File: config.mk
export PLATFORM = sky130hd
export DESIGN_NAME = current_channel_filter_output_config
export DESIGN_NICKNAME = d
export VERILOG_FILES = /design/src/hdl/chan_filter_pkg.sv /design/src/hdl/current_channel_filter_output_config.sv
export VERILOG_INCLUDE_DIRS = /design/src /design/src/hdl
export SDC_FILE = /design/constraint.sdc
export NUM_CORES = 1
export LEC_CHECK = 0
export ABC_AREA = 1
export ABC_CLOCK_PERIOD_IN_PS = 8700
export BUFFER_PORTS_ARGS = -buffer_cell sky130_fd_sc_hd__clkbuf_2
export CAP_MARGIN = 20
export CORE_MARGIN = 2
export CORE_UTILIZATION = 62
export DETAILED_ROUTE_END_ITERATION = 8
export GPL_ROUTABILITY_DRIVEN = 0
export PLACE_DENSITY = 0.81
export SYNTH_ARGS = -nofsm -noshare
export SYNTH_HDL_FRONTEND = slang
export SYNTH_SLANG_ARGS = --single-unit
File: constraint.sdc
create_clock -name clk_i -period 8.7 [get_ports clk_i]
set_input_delay 0.435 -clock clk_i [delete_from_list [all_inputs] [get_ports clk_i]]
set_output_delay 0.435 -clock clk_i [all_outputs]
set_load 0.01 [all_outputs]
File: src/hdl/chan_filter_defs.svh
`ifndef CHAN_FILTER_DEFS_SVH
`define CHAN_FILTER_DEFS_SVH

// register offsets
`define CHAN_CFG_ADDR        8'h06
`define FILT_CTL_ADDR        8'h07

// reset values
`define CHAN_CFG_RESET       8'hC5
`define FILT_CTL_RESET       8'h04

// channel_output_config fields
`define CFG_I_EN_BIT         7
`define CFG_V_EN_BIT         6
`define CFG_POL_BIT          5
`define CFG_MASK_BIT         4
`define CFG_NORM_SRC_HI      3
`define CFG_NORM_SRC_LO      2
`define CFG_STBY_SRC_HI      1
`define CFG_STBY_SRC_LO      0

// final_filter_control fields
`define FC_MA_SEL_BIT        7
`define FC_DEPTH_HI          6
`define FC_DEPTH_LO          3
`define FC_PATH_HI           2
`define FC_PATH_LO           1
`define FC_RSVD_BIT          0

// averaging history depth
`define MA_HIST_DEPTH        16

`endif

File: src/hdl/chan_filter_pkg.sv
package chan_filter_pkg;

	// result source selection
	typedef enum logic [1:0] {
		SRC_FINAL = 2'h0,
		SRC_CIC2  = 2'h1,
		SRC_DEMOD = 2'h2,
		SRC_CIC1  = 2'h3
	} src_t;

	// measurement path architecture
	typedef enum logic [1:0] {
		PATH_DEMOD_AFTER   = 2'h0,
		PATH_DEMOD_BEFORE  = 2'h1,
		PATH_DECHOP_AFTER  = 2'h2,
		PATH_DEMOD_SETTLED = 2'h3
	} path_t;

endpackage

File: src/hdl/current_channel_filter_output_config.sv
`timescale 1ns/1ps
`include "chan_filter_defs.svh"

module current_channel_filter_output_config (
	input  wire logic                   clk_i,
	input  wire logic                   resetn_i,
	input  wire logic                   wr_en_i,
	input  wire logic [7:0]             wr_addr_i,
	input  wire logic [7:0]             wr_data_i,
	input  wire logic [7:0]             rd_addr_i,
	output logic      [7:0]             rd_data_o,
	input  wire logic                   standby_measurement_mode_i,
	input  wire logic [15:0]            fir_data_i,
	input  wire logic                   fir_valid_i,
	input  wire logic [15:0]            cic2_data_i,
	input  wire logic                   cic2_valid_i,
	input  wire logic [15:0]            demod_data_i,
	input  wire logic                   demod_valid_i,
	input  wire logic [15:0]            cic1_data_i,
	input  wire logic                   cic1_valid_i,
	output logic      [15:0]            result_o,
	output logic                        result_valid_o,
	output logic                        int_o,
	output logic                        i_chan_en_o,
	output logic                        v_chan_en_o,
	output chan_filter_pkg::path_t      path_sel_o
);
	import chan_filter_pkg::*;

	localparam int HD = `MA_HIST_DEPTH;

	logic [7:0]          chan_cfg;
	logic [7:0]          filt_ctl;
	logic [7:0]          next_chan_cfg;
	logic [7:0]          next_filt_ctl;
	logic [7:0]          next_rd_data;
	logic [15:0]         hist [HD];
	logic [15:0]         next_hist [HD];
	logic                ma_valid;
	logic                next_ma_valid;
	logic [19:0]         masked [HD];
	logic [19:0]         ma_sum;
	logic [2:0]          ma_shift;
	logic [15:0]         ma_avg;
	logic [15:0]         final_data;
	logic                final_valid;
	src_t                src_sel;
	logic [15:0]         sel_data;
	logic                sel_valid;
	logic [15:0]         next_result;
	logic                next_result_valid;
	logic                next_int;
	logic                next_i_en;
	logic                next_v_en;
	path_t               next_path;

	// register writes and read mux
	always_comb begin
		next_chan_cfg = chan_cfg;
		next_filt_ctl = filt_ctl;
		// unmapped write addresses leave both registers alone
		if (wr_en_i && wr_addr_i == `CHAN_CFG_ADDR) begin
			next_chan_cfg = wr_data_i;
		end
		if (wr_en_i && wr_addr_i == `FILT_CTL_ADDR) begin
			next_filt_ctl = wr_data_i;
		end
		next_filt_ctl[`FC_RSVD_BIT] = 1'b0;
		case (rd_addr_i)
			`CHAN_CFG_ADDR: next_rd_data = chan_cfg;
			`FILT_CTL_ADDR: next_rd_data = filt_ctl;
			default:        next_rd_data = 8'h00;
		endcase
	end

	// register state, reset values
	always_ff @(posedge clk_i or negedge resetn_i) begin
		if (!resetn_i) begin
			chan_cfg  <= `CHAN_CFG_RESET;
			filt_ctl  <= `FILT_CTL_RESET;
			rd_data_o <= 8'h00;
		end else begin
			chan_cfg  <= next_chan_cfg;
			filt_ctl  <= next_filt_ctl;
			rd_data_o <= next_rd_data;
		end
	end

	// averaging history shifts on each comb-stage sample
	always_comb begin
		for (int i = 0; i < HD; i++) begin
			next_hist[i] = hist[i];
		end
		if (cic2_valid_i) begin
			next_hist[0] = cic2_data_i;
			for (int i = 1; i < HD; i++) begin
				next_hist[i] = hist[i-1];
			end
		end
		next_ma_valid = cic2_valid_i;
	end

	// history registers, zero after reset
	always_ff @(posedge clk_i or negedge resetn_i) begin
		if (!resetn_i) begin
			for (int i = 0; i < HD; i++) begin
				hist[i] <= 16'h0000;
			end
			ma_valid <= 1'b0;
		end else begin
			for (int i = 0; i < HD; i++) begin
				hist[i] <= next_hist[i];
			end
			ma_valid <= next_ma_valid;
		end
	end

	// history survives depth changes, so a new window mixes older samples
	// depth sets window of 2**k samples, k being the number of set bits in the depth field
	assign ma_shift = 3'(filt_ctl[`FC_DEPTH_LO]) + 3'(filt_ctl[`FC_DEPTH_LO+1])
	                + 3'(filt_ctl[`FC_DEPTH_LO+2]) + 3'(filt_ctl[`FC_DEPTH_HI]);

	// per-entry window masking, sign extended
	for (genvar g = 0; g < HD; g++) begin : g_win
		assign masked[g] = (g < (1 << ma_shift)) ? {{4{hist[g][15]}}, hist[g]} : 20'h00000;
	end

	// window sum and scaled average
	always_comb begin
		ma_sum = 20'h00000;
		for (int i = 0; i < HD; i++) begin
			ma_sum = ma_sum + masked[i];
		end
		ma_avg = 16'($signed(ma_sum) >>> ma_shift);
	end

	always_comb begin
		if (filt_ctl[`FC_MA_SEL_BIT]) begin
			final_data  = ma_avg;
			final_valid = ma_valid;
		end else begin
			final_data  = fir_data_i;
			final_valid = fir_valid_i;
		end
	end

	always_comb begin
		if (standby_measurement_mode_i) begin
			src_sel = src_t'(chan_cfg[`CFG_STBY_SRC_HI:`CFG_STBY_SRC_LO]);
		end else begin
			src_sel = src_t'(chan_cfg[`CFG_NORM_SRC_HI:`CFG_NORM_SRC_LO]);
		end
		case (src_sel)
			SRC_FINAL: begin
				sel_data  = final_data;
				sel_valid = final_valid;
			end
			SRC_CIC2: begin
				sel_data  = cic2_data_i;
				sel_valid = cic2_valid_i;
			end
			SRC_DEMOD: begin
				sel_data  = demod_data_i;
				sel_valid = demod_valid_i;
			end
			default: begin
				sel_data  = cic1_data_i;
				sel_valid = cic1_valid_i;
			end
		endcase
	end

	// result capture, ready pulse and pin
	always_comb begin
		next_i_en         = chan_cfg[`CFG_I_EN_BIT];
		next_v_en         = chan_cfg[`CFG_V_EN_BIT];
		next_result_valid = sel_valid & chan_cfg[`CFG_I_EN_BIT];
		next_result       = next_result_valid ? sel_data : result_o;
		next_int          = (next_result_valid & ~chan_cfg[`CFG_MASK_BIT]) ^ chan_cfg[`CFG_POL_BIT];
		next_path         = path_t'(filt_ctl[`FC_PATH_HI:`FC_PATH_LO]);
	end

	// output registers, idle levels at reset
	always_ff @(posedge clk_i or negedge resetn_i) begin
		if (!resetn_i) begin
			result_o       <= 16'h0000;
			result_valid_o <= 1'b0;
			int_o          <= 1'b0;
			i_chan_en_o    <= 1'b1;
			v_chan_en_o    <= 1'b1;
			path_sel_o     <= PATH_DECHOP_AFTER;
		end else begin
			result_o       <= next_result;
			result_valid_o <= next_result_valid;
			int_o          <= next_int;
			i_chan_en_o    <= next_i_en;
			v_chan_en_o    <= next_v_en;
			path_sel_o     <= next_path;
		end
	end

endmodule // current_channel_filter_output_config

==> results <==
- Timing would allow up to roughly 120 MHz.
- The TritonCTS clock tree is yes.
- The flop and latch count out of synthesis is 302.
- Clock tree synthesis selected as its root buffer the cell sky130_fd_sc_hd__clkbuf_16.
- The standard cell core area is 32700 sq um.
- The final layout net count is 2895.
- Yosys printed 0 warnings.
- The number of buffers created by CTS is 34.
- For flop-to-flop paths, the worst setup slack is 0.58 ns.
- Of the cells placed in the final design, the portion with a size suffix greater than 1 is 0.09559.
- The worst-case setup margin in the final layout is 0.5827 ns.
- At the pin with the least slew margin, the transition time is 1.050 ns.
- Once detailed placement completed, the half-perimeter wirelength came to 32810 microns.
- The multi-input gate area in the final layout is around 11000 sq um.
- The required time reported for the critical path endpoint is 9.11 ns.
- The number of port buffers is around 130.
- The post-detailed-route wirelength per cell is roughly 15 microns.
- Internal power comes to slightly below 3 mW.
- Setup repair after global routing left no endpoint under its margin.
- Summing over every cut layer, the via total after detailed routing is 15.87k.
- The largest total area in the synthesized netlist belongs to sky130_fd_sc_hd__dfrtp_1.
- The maximum cell stage delay along the critical path is 0.59 ns.
- The number of global-route vias before repair was roughly 17k.
- 0 antenna diodes ended up in the layout.
- Across every metal layer, demand over resource in global routing totals 0.2752.
- The critical path launch point type is a flip-flop.
- Across the run, the number of max-cap violations was 0.
- The top cell type's share of synthesized area is 0.3554.
- The run finished with clean final reports.
- The number of DRC markers after the initial detailed-route iteration is 1072.
- The kind of critical path is flip-flop to flip-flop.
- After synthesis, the cell types taking the most area are sky130_fd_sc_hd__dfrtp_1 (36%), sky130_fd_sc_hd__fa_1 (23%), sky130_fd_sc_hd__nand2_1 (10%), sky130_fd_sc_hd__inv_1 (9.5%), sky130_fd_sc_hd__o21ai_0 (4.1%).
- The count of flip-flops with a built-in enable after synthesis is 0.
- STA classifies the critical path endpoint as a flip-flop.
- The final number of setup-violating endpoints is 0.
- In this run the static leakage power is 11.43 nW.
- In the routed design, unresolved DRC markers number 0.
- The remaining antenna violation count is 0.
- The clock tree skew after final layout is 0.01643 ns.
- The clock-pin slew reported for the worst setup and hold paths after clock tree synthesis is ~0.06 ns.
- The synthesized netlist cell count is 2478.
- Summed over all layers, the routed wires come to around 45000 microns.
- For the final routed database, the setup TNS stands at 0 ns.
- The share of total power dissipated in sequential elements is 0.420.
- The effective utilization at floorplan is 0.6330.
- From left edge to right edge, the die measures 186.7 microns.
- The longest clock path from root to sink contains 3 buffers.
- The first TritonRoute pass finished after 8 iterations.
- The via count normalized by instance count is 5.280.
- The minimum clock period after layout is between 8 and 9 ns.
- The row count is 66.
- The path class of the tightest hold or removal check is input port to flip-flop.
- The final number of max-transition violations was 0.
- Data on the critical path arrives at its endpoint at between 8 and 9 ns.
- VDD sags by at most 181.2 uV.
- The full die area is 34860 sq um.
- Of the available clock period, the critical path in the final layout requires 0.9330.
- The clock tree synthesis step divided the H-tree into 2 levels.
- The mean post-synth cell area is 8.353 sq um.
- Registers take 7567 sq um.
- Of the total power, the share spent switching nets is 0.3053.
- Counting distinct cell types in the post-synthesis netlist gives 37.
- The post-layout utilization of the core is 0.6967.
- The setup slack at placement is ~0.7 ns.
- Clock latency on the worst-skew pair, taken at its later pin, is around 0.53 ns.
- In this design, the critical path's most frequently occurring cell is sky130_fd_sc_hd__fa_1.
- The largest fanout of any net on the critical path is 21.
- The power density over the cells is ~180 nW/um^2.
- The number of hold violations in the final report is 0.
- The filler cells instantiated in the layout total roughly 2.5k.
- Pin placement for this block handled between 100 and 150 I/O pins.
- The share of total power dissipated in the clock network is 0.377.
- Summing every instance area after synthesis gives 20700 sq um.
- Power comes to 4.173 mW.
- The remaining global-route overflow is 0.
- The first global-routing pass estimated approximately 80000 microns of wire.
- In this run the tightest slew margin relative to its limit is 0.3002.
- The pin count of the biggest net entering global routing is about 160.
- The proportion of synthesized chip area in sequential cells is 0.3656.
- The most frequently used flop master after synthesis is sky130_fd_sc_hd__dfrtp_1.
- The largest individual stage delay along the critical path comes from the cell sky130_fd_sc_hd__clkinv_1.
- The post-route non-filler standard cell count is 3005.
- Of the total power, combinational logic draws 0.203.
- Counting tap cells, the placed design contains a total of 2942 instances.
- Counting every net in the synthesized netlist gives roughly 2.8k.
- The vertical extent of the die is approximately 190 microns.
- The area growth from synthesis to final layout is 10.06%.
- The async set-reset flop share out of synthesis is 1.000.
- The number of sinks on the clock net is 302.
- The initial antenna violation count is 0.
- For this design the total switching power over the nets is 1.274 mW.
[sequential cells by signal (all words and copies together) (netlist names)]
name,flops
result_o,16
chan_cfg,8
rd_data_o,8
v_chan_en_o,1
hist,256
int_o,1
filt_ctl,7
i_chan_en_o,1
result_valid_o,1
path_sel_o,2
ma_valid,1
[worst max-delay path: cells and delay by family, from the launching register on]
| family | cells | cell delay, ns |
|---|---|---|
| adders and majority gates | 11 | 4.59 |
| buffers and inverters | 7 | 0.91 |
| AOI/OAI and AO/OA | 1 | 0.16 |
| xor gates and xnor gates | 1 | 0.22 |
| DFF | 1 | 0.41 |
| and+or+nand+nor | 12 | 1.69 |
[timing repair]
item / CTS / global route
endpoints found under the setup margin: 0 / 0
hold endpoints to repair: 7 / 0
buffers inserted: 0 / 0
hold buffers: 1 / 0
gates resized for setup: 0 / 0
[power groups by stage]
stage / registers (mW) / logic, mW / clock network, mW
after floorplan: 1.74 / 0.603 / 0
after global placement: 1.76 / 0.801 / 0
after detailed placement: 1.78 / 0.832 / 0
after CTS: 1.75 / 0.847 / 1.59
after global routing: 1.78 / 0.974 / 1.64
final: 1.75 / 0.847 / 1.57
[final timing paths]
kind                                      endpoint                     from  cells after the start
min                        chan_cfg[2]$_DFFE_PN1P_             wr_data_i[2]                      3
max reg2reg                result_o[5]$_DFFE_PN0P_  filt_ctl[3]$_DFFE_PN0P_                     32
min reg2reg                  i_chan_en_o$_DFF_PN1_  chan_cfg[7]$_DFFE_PN1P_                      0
max in group asynchronous    hist[111]$_DFFE_PN0P_                 resetn_i                      3
max                        result_o[5]$_DFFE_PN0P_  filt_ctl[3]$_DFFE_PN0P_                     32
min in group asynchronous    hist[230]$_DFFE_PN0P_                 resetn_i                      2
[area by class of cell]
cell class | count | share of cell area
multi-input combinational | 1531 | 0.4693
clock inverter | 10 | 0.006810
sequential | 302 | 0.3321
timing repair buffer | 140 | 0.03339
inverter | 528 | 0.08699
clock buffer | 52 | 0.04706
tap | 442 | 0.02427
[cell usage after synthesis, types with 4 or more instances]
master	number
sky130_fd_sc_hd__nand2_1	574
sky130_fd_sc_hd__inv_1	523
sky130_fd_sc_hd__dfrtp_1	294
sky130_fd_sc_hd__fa_1	233
sky130_fd_sc_hd__nor2_1	216
sky130_fd_sc_hd__o21ai_0	168
sky130_fd_sc_hd__a21oi_1	129
sky130_fd_sc_hd__nand3_1	105
sky130_fd_sc_hd__clkbuf_1	93
sky130_fd_sc_hd__ha_1	29
sky130_fd_sc_hd__mux2_2	26
sky130_fd_sc_hd__buf_2	12
sky130_fd_sc_hd__nand3b_1	10
sky130_fd_sc_hd__buf_1	8
sky130_fd_sc_hd__dfstp_2	8
sky130_fd_sc_hd__xor2_1	7
sky130_fd_sc_hd__clkinv_1	4
sky130_fd_sc_hd__nand2_2	4
sky130_fd_sc_hd__o211ai_1	4
[cells by family after synthesis]
group | share of synthesized area
multiplexers | 0.01414
flip-flops | 0.3656
AND/OR/NAND/NOR | 0.1785
buffers and inverters | 0.1186
AO/OA/AOI/OAI | 0.07652
XOR/XNOR | 0.003808
adder cells (fa/ha/maj) | 0.2429
[metrics by stage]
stage               instance area, sq um  hold WS [ns]
global route                       22780        0.1583
finish                             22780        0.1317
CTS                                22780        0.1284
detailed placement                 21550        0.3735
global placement                   21550        0.3695
floorplan                          20700        0.1394
[cells in the final DEF, fill, tap and decap left out, drive strengths merged]
cell type    count
a21oi          129
a31oi            1
and3b            1
buf             16
bufinv           4
clkbuf         175
clkinv           8
clkinvlp         2
dfrtp          294
dfstp            8
dlygate4sd3      1
fa             233
ha              29
inv            524
mux2            26
nand2          578
nand3          107
nand3b          10
nor2           218
nor3             1
nor4             2
o211ai           5
o21ai          170
o21bai           3
o22ai            2
or2              6
or4              1
xnor2            2
xor2             7
[metal layers]
metal	GRT usage	vias up	part of all wire
met2	0.4897	438	0.52
met3	0.03517	120	0.050
li1	-	7491	-
met1	0.3459	7816	0.39
met4	0.1023	0	0.038
met5	0	-	0
Note: power is estimated with default switching activity, not from simulation.
